### config.mk
export PLATFORM = sky130hd
export DESIGN_NAME = sid_top
export DESIGN_NICKNAME = d
export VERILOG_FILES = /design/src/core/sid_pkg.sv /design/src/core/sid_top.sv /design/src/core/sid_sync.sv /design/src/core/sid_bus_master.sv
export VERILOG_INCLUDE_DIRS = /design/src /design/src/core
export SDC_FILE = /design/constraint.sdc
export NUM_CORES = 1
export LEC_CHECK = 0
export BUFFER_PORTS_ARGS = -buffer_cell sky130_fd_sc_hd__buf_2
export CAP_MARGIN = 30
export CORE_AREA = 2 2 149 151
export CTS_BUF_LIST = sky130_fd_sc_hd__clkbuf_8
export CTS_CLUSTER_DIAMETER = 40
export DETAILED_ROUTE_END_ITERATION = 8
export DIE_AREA = 0 0 151 153
export PLACE_DENSITY = 0.74
export SLEW_MARGIN = 25
export SYNTH_ARGS = -nofsm -noshare
export SYNTH_HDL_FRONTEND = slang
export SYNTH_HIERARCHICAL = 1
export SYNTH_SLANG_ARGS = --single-unit
### constraint.sdc
create_clock -name i_ref_clk -period 2.8 [get_ports i_ref_clk]
set_input_delay 0 -clock i_ref_clk [delete_from_list [all_inputs] [get_ports i_ref_clk]]
set_output_delay 0 -clock i_ref_clk [all_outputs]
set_load 0.01 [all_outputs]
### src/core/sid_consts.svh
// sid_consts.svh: port offsets, field positions, reset values and counts of the io decode block
// assumes: a 32-bit host bus with byte-wide io ports, clocked at the double-rate processor clock
// Overview of operation
// in half-speed mode drive a coprocessor address strobe; idle in full-speed mode
// parity check enable output copies bit 0 of memory encoding port E1H
// extended data select asserts when the io address equals the pointer value
// video memory decode only while bit 0 of port 3C3H is set
// video decode checks upper address bits for the A0000H to BFFFFH window
// card setup decode asserts for io cycles to 100H through 107H
// test input low floats every output and bidirectional line
// as bus owner, run non-pipelined cycles identical to processor cycles
// as bus owner, also run pipelined cycles identical to processor ones
// decode io 0000H to 000FH as low-group dma registers
// decode even io 00C0H to 00DFH as high-group dma registers
// decode io 0081H to 0083H and 0087H as low-group page registers
// decode io 0089H to 008BH and 009FH as high-group page registers
// extended data register answers at 0700H after reset, movable later
// internally decoded io addresses must not start an expansion channel cycle; reads of 3C3H are answered without o_local_io
// in half-speed mode track coprocessor cycles with its ready-out input
// decodes follow the current cycle and drop when no cycle is valid
`ifndef SID_CONSTS_SVH
`define SID_CONSTS_SVH
`define SID_EXT_FUNC_PORT 16'h0018
`define SID_EXT_EXEC_PORT 16'h001A
`define SID_ARB_POINT_PORT 16'h0090
`define SID_MEM_ENC_PORT 16'h00E1
`define SID_VIDEO_EN_PORT 16'h03C3
`define SID_EXT_PTR_RST 16'h0700
`define SID_EXT_FUNC_RST 8'h00
`define SID_ARB_POINT_RST 8'h00
`define SID_PTR_LO_INDEX 8'h00
`define SID_PTR_HI_INDEX 8'h01
`define SID_PARITY_BIT 0
`define SID_VIDEO_EN_BIT 0
`define SID_DMA_LO_FIRST 16'h0000
`define SID_DMA_LO_LAST 16'h000F
`define SID_DMA_HI_FIRST 16'h00C0
`define SID_DMA_HI_LAST 16'h00DF
`define SID_PAGE_LO_FIRST 16'h0081
`define SID_PAGE_LO_LAST 16'h0083
`define SID_PAGE_LO_EXTRA 16'h0087
`define SID_PAGE_HI_FIRST 16'h0089
`define SID_PAGE_HI_LAST 16'h008B
`define SID_PAGE_HI_EXTRA 16'h009F
`define SID_SETUP_FIRST 16'h0100
`define SID_SETUP_LAST 16'h0107
`define SID_COPROC_FIRST 16'h00F8
`define SID_COPROC_LAST 16'h00FF
`define SID_VIDEO_TAG 15'h0005
`define SID_TYPE_MIO 2
`define SID_TYPE_DC 1
`define SID_TYPE_WR 0
`define SID_STROBE_CLKS 2
`define SID_BUS_STATE_CLKS 2
`endif

### src/core/sid_pkg.sv
// sid_pkg: state types of the io decode block
// assumes: sid_consts.svh supplies every number
package sid_pkg;
  typedef enum logic [1:0] {MST_IDLE, MST_T1, MST_T2} sid_mst_state_t;
  typedef enum logic [1:0] {CP_IDLE, CP_STROBE, CP_WAIT} sid_cp_state_t;
endpackage

### src/core/sid_top.sv
// sid_top: local-bus decode strobes, snooped enables and own io ports of the dma companion
// assumes: host bus inputs share i_ref_clk; test, half-speed and coprocessor ready come from pins
`timescale 1ns/1ps
`include "sid_consts.svh"
module sid_top
  import sid_pkg::*;
#(
  parameter int STROBE_CLKS = `SID_STROBE_CLKS
) (
  input logic i_ref_clk,
  input logic i_nrst,
  input logic i_test_n,
  input logic i_half_speed,
  input logic i_coproc_ready_out_n,
  input logic i_ads_n,
  input logic [31:2] i_addr,
  input logic [3:0] i_be_n,
  input logic i_mio,
  input logic i_dc,
  input logic i_wr,
  input logic i_ready_n,
  input logic i_na_n,
  input logic i_hlda,
  input logic [31:0] i_data,
  input logic i_mst_req,
  input logic [31:2] i_mst_addr,
  input logic [3:0] i_mst_be_n,
  input logic [2:0] i_mst_type,
  input logic i_mst_pipe,
  output logic o_mst_ack,
  output logic o_mst_done,
  output logic o_ads_n,
  output logic [31:2] o_addr,
  output logic [3:0] o_be_n,
  output logic [2:0] o_type,
  output logic o_bus_oe,
  output logic [31:0] o_data,
  output logic o_data_oe,
  output logic o_coproc_addr_strobe_out_n,
  output logic o_parity_check_enable_out,
  output logic o_ext_data_reg_select,
  output logic o_video_ram_decode,
  output logic o_card_setup_decode,
  output logic o_dma_lo_decode,
  output logic o_dma_hi_decode,
  output logic o_page_lo_decode,
  output logic o_page_hi_decode,
  output logic o_local_io,
  output logic [7:0] o_arb_point,
  output logic o_out_oe
);
  localparam int CNT_W = $clog2(STROBE_CLKS + 1);

  // pins pass two flops before any logic reads them
  logic [2:0] pin_sync;
  logic test_ok;
  logic half_speed;
  logic cp_ready_n;
  sid_sync #(.WIDTH(3)) u_pin_sync (
    .i_ref_clk(i_ref_clk),
    .i_nrst(i_nrst),
    .i_async({i_test_n, i_half_speed, i_coproc_ready_out_n}),
    .o_sync(pin_sync)
  );
  assign test_ok = pin_sync[2];
  assign half_speed = pin_sync[1];
  assign cp_ready_n = pin_sync[0];

  function automatic logic [1:0] lo_addr(input logic [3:0] be_n);
    casez (be_n)
      4'b???0: lo_addr = 2'h0;
      4'b??01: lo_addr = 2'h1;
      4'b?011: lo_addr = 2'h2;
      default: lo_addr = 2'h3;
    endcase
  endfunction

  function automatic logic in_range(input logic [15:0] p, input logic [15:0] lo,
                                    input logic [15:0] hi);
    in_range = (p >= lo) && (p <= hi);
  endfunction

  // current cycle and one pipelined successor seen on the host bus
  logic cur_valid_reg, cur_valid_next;
  logic [31:2] cur_addr_reg, cur_addr_next;
  logic [1:0] cur_lo_reg, cur_lo_next;
  logic [2:0] cur_type_reg, cur_type_next;
  logic pend_valid_reg, pend_valid_next;
  logic [31:2] pend_addr_reg, pend_addr_next;
  logic [1:0] pend_lo_reg, pend_lo_next;
  logic [2:0] pend_type_reg, pend_type_next;
  logic end_cyc;
  logic new_cyc;

  assign end_cyc = cur_valid_reg && !i_ready_n;

  // a new strobe during an open cycle is parked until the open one takes ready
  always_comb begin
    cur_valid_next = cur_valid_reg;
    cur_addr_next = cur_addr_reg;
    cur_lo_next = cur_lo_reg;
    cur_type_next = cur_type_reg;
    pend_valid_next = pend_valid_reg;
    pend_addr_next = pend_addr_reg;
    pend_lo_next = pend_lo_reg;
    pend_type_next = pend_type_reg;
    new_cyc = 1'b0;
    if (end_cyc) begin
      cur_valid_next = pend_valid_reg;
      cur_addr_next = pend_addr_reg;
      cur_lo_next = pend_lo_reg;
      cur_type_next = pend_type_reg;
      pend_valid_next = 1'b0;
      new_cyc = pend_valid_reg;
    end
    if (!i_ads_n) begin
      if (!cur_valid_next) begin
        cur_valid_next = 1'b1;
        cur_addr_next = i_addr;
        cur_lo_next = lo_addr(i_be_n);
        cur_type_next = {i_mio, i_dc, i_wr};
        new_cyc = 1'b1;
      end else begin
        pend_valid_next = 1'b1;
        pend_addr_next = i_addr;
        pend_lo_next = lo_addr(i_be_n);
        pend_type_next = {i_mio, i_dc, i_wr};
      end
    end
  end

  always_ff @(posedge i_ref_clk or negedge i_nrst) begin
    if (!i_nrst) begin
      cur_valid_reg <= 1'b0;
      cur_addr_reg <= '0;
      cur_lo_reg <= 2'h0;
      cur_type_reg <= 3'h0;
      pend_valid_reg <= 1'b0;
      pend_addr_reg <= '0;
      pend_lo_reg <= 2'h0;
      pend_type_reg <= 3'h0;
    end else begin
      cur_valid_reg <= cur_valid_next;
      cur_addr_reg <= cur_addr_next;
      cur_lo_reg <= cur_lo_next;
      cur_type_reg <= cur_type_next;
      pend_valid_reg <= pend_valid_next;
      pend_addr_reg <= pend_addr_next;
      pend_lo_reg <= pend_lo_next;
      pend_type_reg <= pend_type_next;
    end
  end

  // decode of the cycle that will be current after this edge
  logic [15:0] nxt_port;
  logic [15:0] cur_port;
  logic nxt_io, nxt_mem, cur_io;
  logic [15:0] ext_ptr_reg;
  logic [7:0] ext_func_reg;
  logic [7:0] arb_point_reg;
  logic video_en_reg;
  logic parity_en_reg;
  logic dec_dma_lo, dec_dma_hi, dec_page_lo, dec_page_hi, dec_setup, dec_coproc;
  logic dec_ext, dec_video, dec_own, dec_read;
  logic [7:0] rd_byte;

  assign nxt_port = {cur_addr_next[15:2], cur_lo_next};
  assign cur_port = {cur_addr_reg[15:2], cur_lo_reg};
  // io cycles never carry upper address bits; halt cycles are not memory
  assign nxt_io = cur_valid_next && !cur_type_next[`SID_TYPE_MIO] &&
                  cur_type_next[`SID_TYPE_DC] && (cur_addr_next[31:16] == 16'h0000);
  assign nxt_mem = cur_valid_next && cur_type_next[`SID_TYPE_MIO] &&
                   (cur_type_next[`SID_TYPE_DC] || !cur_type_next[`SID_TYPE_WR]);
  assign cur_io = cur_valid_reg && !cur_type_reg[`SID_TYPE_MIO] &&
                  cur_type_reg[`SID_TYPE_DC] && (cur_addr_reg[31:16] == 16'h0000);

  assign dec_dma_lo = nxt_io && in_range(nxt_port, `SID_DMA_LO_FIRST, `SID_DMA_LO_LAST);
  assign dec_dma_hi = nxt_io && !nxt_port[0] &&
                      in_range(nxt_port, `SID_DMA_HI_FIRST, `SID_DMA_HI_LAST);
  assign dec_page_lo = nxt_io && (in_range(nxt_port, `SID_PAGE_LO_FIRST, `SID_PAGE_LO_LAST) ||
                       nxt_port == `SID_PAGE_LO_EXTRA);
  assign dec_page_hi = nxt_io && (in_range(nxt_port, `SID_PAGE_HI_FIRST, `SID_PAGE_HI_LAST) ||
                       nxt_port == `SID_PAGE_HI_EXTRA);
  assign dec_setup = nxt_io && in_range(nxt_port, `SID_SETUP_FIRST, `SID_SETUP_LAST);
  assign dec_coproc = nxt_io && in_range(nxt_port, `SID_COPROC_FIRST, `SID_COPROC_LAST);
  assign dec_ext = nxt_io && (nxt_port == ext_ptr_reg);
  assign dec_video = nxt_mem && video_en_reg &&
                     (cur_addr_next[31:17] == `SID_VIDEO_TAG);
  // ports answered here keep the expansion channel idle, except ports 3C3H and E1H
  assign dec_own = dec_dma_lo || dec_dma_hi || dec_page_lo || dec_page_hi || dec_coproc ||
                   (nxt_io && (nxt_port == `SID_EXT_FUNC_PORT || nxt_port == `SID_EXT_EXEC_PORT ||
                   nxt_port == `SID_ARB_POINT_PORT));
  assign dec_read = nxt_io && !cur_type_next[`SID_TYPE_WR] &&
                    (nxt_port == `SID_EXT_FUNC_PORT || nxt_port == `SID_ARB_POINT_PORT ||
                    nxt_port == `SID_VIDEO_EN_PORT);

  // read mux; the byte is copied to every lane so no lane steering is needed
  always_comb begin
    rd_byte = 8'h00;
    if (nxt_port == `SID_EXT_FUNC_PORT) begin
      rd_byte = ext_func_reg;
    end else if (nxt_port == `SID_ARB_POINT_PORT) begin
      rd_byte = arb_point_reg;
    end else if (nxt_port == `SID_VIDEO_EN_PORT) begin
      rd_byte = {7'h00, video_en_reg};
    end
  end

  // registered decode strobes; all fall when no cycle is open
  always_ff @(posedge i_ref_clk or negedge i_nrst) begin
    if (!i_nrst) begin
      o_dma_lo_decode <= 1'b0;
      o_dma_hi_decode <= 1'b0;
      o_page_lo_decode <= 1'b0;
      o_page_hi_decode <= 1'b0;
      o_card_setup_decode <= 1'b0;
      o_ext_data_reg_select <= 1'b0;
      o_video_ram_decode <= 1'b0;
      o_local_io <= 1'b0;
      o_data <= 32'h0000_0000;
      o_data_oe <= 1'b0;
    end else begin
      o_dma_lo_decode <= dec_dma_lo;
      o_dma_hi_decode <= dec_dma_hi;
      o_page_lo_decode <= dec_page_lo;
      o_page_hi_decode <= dec_page_hi;
      o_card_setup_decode <= dec_setup;
      o_ext_data_reg_select <= dec_ext;
      o_video_ram_decode <= dec_video;
      o_local_io <= dec_own;
      o_data <= {4{rd_byte}};
      o_data_oe <= test_ok && dec_read;
    end
  end

  // register writes complete on ready, when the data lanes are valid
  logic wr_hit;
  logic [7:0] wr_byte;
  assign wr_hit = end_cyc && cur_io && cur_type_reg[`SID_TYPE_WR];
  assign wr_byte = i_data[{cur_lo_reg, 3'b000} +: 8];

  always_ff @(posedge i_ref_clk or negedge i_nrst) begin
    if (!i_nrst) begin
      ext_func_reg <= `SID_EXT_FUNC_RST;
      ext_ptr_reg <= `SID_EXT_PTR_RST;
      arb_point_reg <= `SID_ARB_POINT_RST;
      video_en_reg <= 1'b0;
      parity_en_reg <= 1'b0;
    end else if (wr_hit) begin
      if (cur_port == `SID_EXT_FUNC_PORT) begin
        ext_func_reg <= wr_byte;
      end
      if (cur_port == `SID_EXT_EXEC_PORT && ext_func_reg == `SID_PTR_LO_INDEX) begin
        ext_ptr_reg[7:0] <= wr_byte;
      end
      if (cur_port == `SID_EXT_EXEC_PORT && ext_func_reg == `SID_PTR_HI_INDEX) begin
        ext_ptr_reg[15:8] <= wr_byte;
      end
      if (cur_port == `SID_ARB_POINT_PORT) begin
        arb_point_reg <= wr_byte;
      end
      if (cur_port == `SID_VIDEO_EN_PORT) begin
        video_en_reg <= wr_byte[`SID_VIDEO_EN_BIT];
      end
      if (cur_port == `SID_MEM_ENC_PORT) begin
        parity_en_reg <= wr_byte[`SID_PARITY_BIT];
      end
    end
  end
  assign o_parity_check_enable_out = parity_en_reg;
  assign o_arb_point = arb_point_reg;

  // half-speed coprocessor: strobe, then wait for its ready-out before another
  sid_cp_state_t cp_state_reg, cp_state_next;
  logic [CNT_W-1:0] cp_cnt_reg;
  always_comb begin
    cp_state_next = cp_state_reg;
    unique case (cp_state_reg)
      CP_IDLE: begin
        if (half_speed && new_cyc && dec_coproc) begin
          cp_state_next = CP_STROBE;
        end
      end
      CP_STROBE: begin
        if (cp_cnt_reg == CNT_W'(STROBE_CLKS - 1)) begin
          cp_state_next = CP_WAIT;
        end
      end
      CP_WAIT: begin
        if (!cp_ready_n) begin
          cp_state_next = CP_IDLE;
        end
      end
    endcase
  end

  always_ff @(posedge i_ref_clk or negedge i_nrst) begin
    if (!i_nrst) begin
      cp_state_reg <= CP_IDLE;
      cp_cnt_reg <= '0;
      o_coproc_addr_strobe_out_n <= 1'b1;
    end else begin
      cp_state_reg <= cp_state_next;
      // count only once inside the strobe state, so the strobe stays low for STROBE_CLKS edges
      cp_cnt_reg <= (cp_state_reg == CP_STROBE) ? cp_cnt_reg + CNT_W'(1) : '0;
      o_coproc_addr_strobe_out_n <= (cp_state_next != CP_STROBE);
    end
  end

  // test low floats every driven line; bus outputs only while the bus is ours
  always_ff @(posedge i_ref_clk or negedge i_nrst) begin
    if (!i_nrst) begin
      o_out_oe <= 1'b0;
      o_bus_oe <= 1'b0;
    end else begin
      o_out_oe <= test_ok;
      o_bus_oe <= test_ok && i_hlda;
    end
  end

  sid_bus_master u_master (
    .i_ref_clk(i_ref_clk),
    .i_nrst(i_nrst),
    .i_req(i_mst_req),
    .i_addr(i_mst_addr),
    .i_be_n(i_mst_be_n),
    .i_type(i_mst_type),
    .i_pipe(i_mst_pipe),
    .i_hlda(i_hlda),
    .i_ready_n(i_ready_n),
    .i_na_n(i_na_n),
    .o_ads_n(o_ads_n),
    .o_addr(o_addr),
    .o_be_n(o_be_n),
    .o_type(o_type),
    .o_ack(o_mst_ack),
    .o_done(o_mst_done)
  );
endmodule // sid_top

### src/core/sid_sync.sv
// sid_sync: two-flop level synchroniser, one lane per bit
// assumes: inputs are slow levels from pins; resets to zero
`timescale 1ns/1ps
module sid_sync #(
  parameter int WIDTH = 1
) (
  input logic i_ref_clk,
  input logic i_nrst,
  input logic [WIDTH-1:0] i_async,
  output logic [WIDTH-1:0] o_sync
);
  logic [WIDTH-1:0] meta_reg;
  genvar g;
  // first flop feeds only the second
  generate
    for (g = 0; g < WIDTH; g++) begin : g_lane
      always_ff @(posedge i_ref_clk or negedge i_nrst) begin
        if (!i_nrst) begin
          meta_reg[g] <= 1'b0;
          o_sync[g] <= 1'b0;
        end else begin
          meta_reg[g] <= i_async[g];
          o_sync[g] <= meta_reg[g];
        end
      end
    end
  endgenerate
endmodule // sid_sync

### src/core/sid_bus_master.sv
// sid_bus_master: drives processor-style bus cycles while this device owns the local bus
// assumes: hold acknowledge, ready and next-address come from logic on the same clock
`timescale 1ns/1ps
`include "sid_consts.svh"
module sid_bus_master
  import sid_pkg::*;
#(
  parameter int STATE_CLKS = `SID_BUS_STATE_CLKS
) (
  input logic i_ref_clk,
  input logic i_nrst,
  input logic i_req,
  input logic [31:2] i_addr,
  input logic [3:0] i_be_n,
  input logic [2:0] i_type,
  input logic i_pipe,
  input logic i_hlda,
  input logic i_ready_n,
  input logic i_na_n,
  output logic o_ads_n,
  output logic [31:2] o_addr,
  output logic [3:0] o_be_n,
  output logic [2:0] o_type,
  output logic o_ack,
  output logic o_done
);
  localparam int CW = $clog2(STATE_CLKS + 1);
  sid_mst_state_t state_reg;
  logic [CW-1:0] ads_cnt_reg;
  logic piped_reg;
  logic take_first;
  logic take_pipe;
  logic ads_last;

  // o_ack blocks a second take while the requester still holds its level
  assign take_first = (state_reg == MST_IDLE) && i_req && i_hlda && !o_ack;
  assign take_pipe = (state_reg == MST_T2) && i_pipe && !i_na_n && i_req && !piped_reg &&
                     !o_ack && o_ads_n && i_ready_n;
  assign ads_last = !o_ads_n && (ads_cnt_reg == CW'(STATE_CLKS - 1));

  // address phase: strobe stays low for one full bus state
  always_ff @(posedge i_ref_clk or negedge i_nrst) begin
    if (!i_nrst) begin
      o_ads_n <= 1'b1;
      o_addr <= '0;
      o_be_n <= 4'hF;
      o_type <= 3'h0;
      o_ack <= 1'b0;
      ads_cnt_reg <= '0;
    end else begin
      o_ack <= take_first || take_pipe;
      if (take_first || take_pipe) begin
        o_ads_n <= 1'b0;
        o_addr <= i_addr;
        o_be_n <= i_be_n;
        o_type <= i_type;
        ads_cnt_reg <= '0;
      end else if (ads_last) begin
        o_ads_n <= 1'b1;
      end else if (!o_ads_n) begin
        ads_cnt_reg <= ads_cnt_reg + CW'(1);
      end
    end
  end

  // cycle phases; piped_reg marks a pipelined address already issued, until the current ready
  always_ff @(posedge i_ref_clk or negedge i_nrst) begin
    if (!i_nrst) begin
      state_reg <= MST_IDLE;
      piped_reg <= 1'b0;
      o_done <= 1'b0;
    end else begin
      o_done <= 1'b0;
      unique case (state_reg)
        MST_IDLE: begin
          if (take_first) begin
            state_reg <= MST_T1;
          end
        end
        MST_T1: begin
          if (ads_last) begin
            state_reg <= MST_T2;
          end
        end
        MST_T2: begin
          if (!i_ready_n) begin
            o_done <= 1'b1;
            piped_reg <= 1'b0;
            state_reg <= piped_reg ? ((o_ads_n) ? MST_T2 : MST_T1) : MST_IDLE;
          end else if (take_pipe) begin
            piped_reg <= 1'b1;
          end
        end
      endcase
    end
  end
endmodule // sid_bus_master

### Yosys cells after proc, flatten, opt, wreduce, memory -nomap -nowiden

Index checks and enable logic that the tools add are counted.

* input bits: 117
* register bits: 205
* output and inout port bits: 93
* word-level logic and storage cells: 216

* add/sub/neg operators: 2
* multiplexer cells: 41
* reduce and logical (&&, ||, !) cells: 85
* shift-type cells: 1
* order comparisons: 12
* bitwise logic cells: 2
* equality and inequality tests: 29

Operator list (count)
* 30-bit two-way mux: 3
* 16-bit by 8-bit equality test with 1-bit output (second input constant): 5
* 16-bit by 5-bit equality test with 1-bit output (second input constant): 4
* 16-bit by 8-bit >= comparator with 1-bit output (second input constant): 4
* 16-bit by 8-bit less-or-equal comparator with 1-bit output (second input constant): 4
* 1-bit logical AND: 47
* 16-bit by 10-bit equality test with 1-bit output (second input constant): 2
* 16-bit zero test: 2
* 32-bit by 6-bit variable part select with 8-bit output: 1
* 2-bit two-way mux: 15
* 2-bit one-hot mux with 3 select lines: 3
* 2-bit AND reduction: 9
* 16-bit equality test: 1
* 16-bit by 1-bit >= comparator with 1-bit output (second input constant): 1
* 16-bit by 9-bit >= comparator with 1-bit output (second input constant): 1
* 16-bit by 4-bit less-or-equal comparator with 1-bit output (second input constant): 1
* 16-bit by 9-bit less-or-equal comparator with 1-bit output (second input constant): 1
* 8-bit two-way mux: 2
* 15-bit by 3-bit equality test with 1-bit output (second input constant): 1
* 1-bit two-way mux: 15
* 1-bit logical OR: 13
* 2-bit by 1-bit equality test with 1-bit output (second input constant): 5
* 1-bit zero test: 9
* 3-bit two-way mux: 3
* other kinds (11): 20

### Depth between registers and ports, before layout

* word-level depth: 16
* depth in mapped cells: 9
* depth with buffers taken out: 7

### Hierarchy

The synthesis kept the hierarchy.

Modules (own cells, without submodules)
* sid_top: area each 6465.0 um^2, cells each 586, instances 1
* sid_bus_master: area each 1834.3 um^2, cells each 116, instances 1
* sid_sync: area each 150.1 um^2, cells each 6, instances 1

### Least setup slack after synthesis

OpenSTA, ideal clock, no wires.

* path type: flip-flop to flip-flop
* from: reg pend_valid_reg
* to: reg o_data[24]
* cell stages (with the launch flop): 10
* arrival: 2.383 ns
* clock period less this slack: 2.450 ns
* library setup time: 0.067 ns
* buffers on the path: 2
* setup slack: 0.350 ns
* cells stage by stage: dfrtp_1 o21a_1 buf_2 buf_2 nor3_2 a21o_2 inv_2 or4b_2 nor4_1 a221o_1

* cells in the longest elaborated chain, start to end: 7
* elaborated cells on any way between the ends: 11

RTL lines
* start: declaration: RTL line sid_top.sv:88 `logic pend_valid_reg, pend_valid_next;`
* start signal: assignment: RTL line sid_top.sv:147 `pend_valid_reg <= pend_valid_next;`
* 1-bit two-way mux (*): RTL line sid_top.sv:108 `if (end_cyc) begin`
* 30-bit two-way mux (*): RTL line sid_top.sv:117 `if (!cur_valid_next) begin`
* 30-bit two-way mux (*): RTL line sid_top.sv:116 `if (!i_ads_n) begin`
* via cur_addr_next, one bit: RTL line sid_top.sv:85 `logic [31:2] cur_addr_reg, cur_addr_next;`
* 16-bit by 10-bit equality test with 1-bit output (no line)
* 1-bit two-way mux: RTL line sid_top.sv:204 `` end else if (nxt_port == `SID_VIDEO_EN_PORT) begin ``
* 8-bit two-way mux: RTL line sid_top.sv:202 `` end else if (nxt_port == `SID_ARB_POINT_PORT) begin ``
* 8-bit two-way mux (*): RTL line sid_top.sv:200 `` if (nxt_port == `SID_EXT_FUNC_PORT) begin ``
* via rd_byte[0]: RTL line sid_top.sv:165 `logic [7:0] rd_byte;`
* end signal: assignment: RTL line sid_top.sv:231 `o_data <= {4{rd_byte}};`
* end: declaration: RTL line sid_top.sv:37 `output logic [31:0] o_data,`

The timed path passes the listed nets; every way through them passes the cells marked *.
A chain may end at the register's enable or synchronous reset.

### Worst setup path in the final report

* from: reg cur_valid_reg
* to: reg o_data[24]

* cells in the longest elaborated chain, start to end: 8
* elaborated cells on any way between the ends: 14

RTL lines
* start: declaration: RTL line sid_top.sv:84 `logic cur_valid_reg, cur_valid_next;`
* start signal: assignment: RTL line sid_top.sv:143 `cur_valid_reg <= cur_valid_next;`
* 1-bit logical AND: RTL line sid_top.sv:95 `assign end_cyc = cur_valid_reg && !i_ready_n;`
* 2-bit two-way mux (tied with other cells): RTL line sid_top.sv:108
* 2-bit two-way mux or 30-bit two-way mux (tied branches): RTL line sid_top.sv:117
* 2-bit two-way mux or 30-bit two-way mux (tied branches): RTL line sid_top.sv:116
* 16-bit by 10-bit equality test with 1-bit output (no line)
* 1-bit two-way mux: RTL line sid_top.sv:204
* 8-bit two-way mux: RTL line sid_top.sv:202
* 8-bit two-way mux (*): RTL line sid_top.sv:200
* via rd_byte[0]: RTL line sid_top.sv:165

Marks and branches as above.

==> flow_summary.ini <==
[clock_tree]
cts_tree = yes
post-cts-setup-buffers = 0
clk_pin_slew_ns = 0.10
clk_latency_ns = 0.48
clock_sinks = 181
cts-root-buf = clkbuf_8
htree_levels = 4
numCtsBuffers = 17
cts_buffer_depth = 2

[logic_synthesis]
seq_area_frac_synth = 0.537
synth-xor-area-share = 0.00933
synth_commonest_cells = dfrtp_1 (172), mux2_2 (91), nand2_1 (67)
yosysWarnings = 6
synth.distinct_cells = 71
synthSimpleGateAreaFrac = 0.147
synth_fa_ha_area_frac = 0.0104
muxShareOfSynthArea = 0.171
synth_compound_area_frac = 0.0757
synth_top_area_cell = dfrtp_1
synth_top_family_by_area = multiplexers
ys.flop_type = dfrtp_1
yosysMostFrequentCell = dfrtp_1
async_flop_share = 1.00
syn_area_um2 = 8450
ys_ff_latch = 181
syn_nets = 832
synth_area_leaders = dfrtp_1 (51%), mux2_2 (12%), nand2_1 (3.0%), dfstp_2 (2.8%), buf_4 (2.3%)
synth_edf_count = 0
synth_cells = 708
synth_area_per_cell_um2 = 11.9
synth.top_cell.area_share = 0.509

[worst_hold_path]
whs_path_depth = 3
min_path_type = in2reg

[global_route]
grt-ovfl-total = 0
grt_max_degree = 71
grt_pass1_vias = 6759
grt_pass1_wl_um = 35100
globalRouteTotalUtil = 0.194
antenna_found_initial = 1

[timing]
final-hold-violation-count = 0
tightest_slew_ns = 0.633
slew_headroom = 0.578
setup_slack_ns = 0.151
setup_tns_ns = 0
fin_worst_skew_ns = 0.0182
period_minus_slack_ns = 2.65
rsz0062_at_grt = no
maxSlewViolCount = 0
finalSetupViolCount = 0
max_freq_mhz = 378
period_share = 0.946

[pwr]
power.internal_uw = 4360
clock_power_share = 0.282
leakage_uw = 0.00537
p_sw_uw = 1960
power.density_nw_per_um2 = 574
peakVddDrop_v = 0.000330
power_frac_comb = 0.226
p_seq_frac = 0.492
netSwitchingFraction = 0.310

[place]
dp_hpwl_um = 15800
pre_cts_ws_ns = 0.0437
placed_area_um2 = 9780
gp_congestion = 0.899
io_buffers = 208

[final_layout]
seq_area_um2 = 4540
stdcell_area_um2 = 11000
fill_cells = 1888
areaGrowthSynthToFinish_pct = 30.4
drive_gt1_frac = 0.403
multi_input_area_um2 = 3530
nNetsFinal = 1120

[flow_run]
maxCapViolCount = 0

[worst_setup_path]
path_buf_inv = 1
cpPeakStageDelay_ns = 0.69
endpoint_kind = flip-flop
reg2reg_depth = 7
worstPathArrival_ns = 3.06
worstPathRequired_ns = 3.22
start_kind = flip-flop
worstSetupPathType = reg2reg
cp_max_fo = 6
worst-path-stages = 7
crit_chain = o21ai_1, buf_4, a221oi_4, o22ai_1, or4b_2, nor4_2, a221o_1
critPathSlowestCell = or4b_2
cp_top_family = simple AND/OR/NAND/NOR gates

[route]
drc_errors = 0
wl_per_cell_um = 17.0
wl_um = 21900
ant_nets = 0
vias = 6663
via_per_inst = 5.17
drtIter0Drc = 491
drtPass1Iterations = 5

[floorplan]
die_x_um = 151
coreArea_um2 = 21500
core.rowCount = 54
boundaryPins = 210
die-area_um2 = 23100
start_util = 0.393
die_h_um = 153

[status]
status = complete, no violations
-- per-stage QoR --
step / power (µW) / hold slack [ns] / util / std cells
after floorplan: 3940 / -0.296 / - / 708
after global placement: 4430 / 0.0456 / 0.455 / 1176
after detailed placement: 4460 / 0.0499 / 0.455 / 1176
after CTS: 6340 / 0.00579 / 0.511 / 1289
after global routing: 6660 / 0.0573 / 0.513 / 1290
final: 6320 / 0.0507 / 0.513 / 1290
-- final cells by class --
type | count | share of cell area
Clock buffer | 17 | 0.0212
Timing Repair Buffer | 323 | 0.194
Antenna cell | 1 | 0.000227
Inverter | 18 | 0.00613
Tap cell | 280 | 0.0318
Multi-Input combinational cell | 455 | 0.320
Sequential cell | 181 | 0.412
Clock inverter | 15 | 0.0141
-- power by group through the flow --
stage | logic, µW | registers (µW) | clock network (µW)
after global routing | 1560 | 3140 | 1960
final | 1430 | 3110 | 1790
after detailed placement | 1310 | 3150 | 0
after CTS | 1400 | 3100 | 1840
after floorplan | 858 | 3080 | 0
after global placement | 1290 | 3140 | 0
-- layout by cell type (no fill, tap or decap), types with 5 or more instances in the layout --
cell type	Yosys	layout
a21oi_1	6	6
a22o_1	7	7
a31oi_1	25	25
and3b_1	7	7
buf_2	3	207
buf_4	26	32
clkbuf_8	0	17
dfrtp_1	172	172
dfstp_2	9	9
dlygate4sd3_1	0	81
ha_1	7	7
inv_1	16	17
mux2_1	13	13
mux2_2	91	91
mux2i_1	8	8
mux4_2	8	8
nand2_1	67	67
nand2b_1	5	5
nand3_1	8	8
nand4_1	14	14
nor2_1	48	47
nor3_1	24	24
nor4_1	17	15
o21ai_0	14	14
xnor2_1	9	9
-- cells by family (layout without fill, tap and decap cells) --
| group | count (synthesis) | in the layout |
|---|---|---|
| AO/OA/AOI/OAI | 87 | 87 |
| XOR/XNOR | 9 | 9 |
| adder cells (fa/ha/maj) | 7 | 7 |
| buffers and inverters | 72 | 373 |
| flip-flops | 181 | 181 |
| multiplexers | 121 | 121 |
| other | 0 | 1 |
| AND/OR/NAND/NOR | 231 | 231 |
-- worst register-to-register path: stages (launching register included) --
cell and delay [ns]:
dfrtp_1 0.43, o21ai_1 0.20, buf_4 0.22, a221oi_4 0.36
o22ai_1 0.17, or4b_2 0.69, nor4_2 0.33, a221o_1 0.20
-- per-layer routing --
layer,global-route usage,wire [µm]
met1,0.254,9470
met2,0.325,10900
met3,0.0319,1130
met4,0.0681,408
met5,0,0
-- path summary, 6_finish.rpt --
path	from	end	slack, ns
min in group asynchronous	i_nrst	o_data[26]$_DFF_PN0_	0.09
hold reg to reg	u_pin_sync/meta_reg[2]$_DFF_PN0_	u_pin_sync/o_sync[2]$_DFF_PN0_	0.35
hold / removal	i_ready_n	u_master/o_done$_DFF_PN0_	0.05
max in group asynchronous	i_nrst	u_master/o_ads_n$_DFFE_PN1P_	1.79
setup reg to reg	cur_valid_reg$_DFF_PN0_	o_data[24]$_DFF_PN0_	0.15
setup / recovery	cur_valid_reg$_DFF_PN0_	o_data[24]$_DFF_PN0_	0.15
-- timing repair --
action | in CTS | in global routing
gates resized for setup | 0 | 6
endpoints found under the hold margin | 172 | 0
endpoints found under the setup margin | 0 | 12
hold buffers | 81 | 0
No activity file was read; power rests on OpenSTA's default activity.
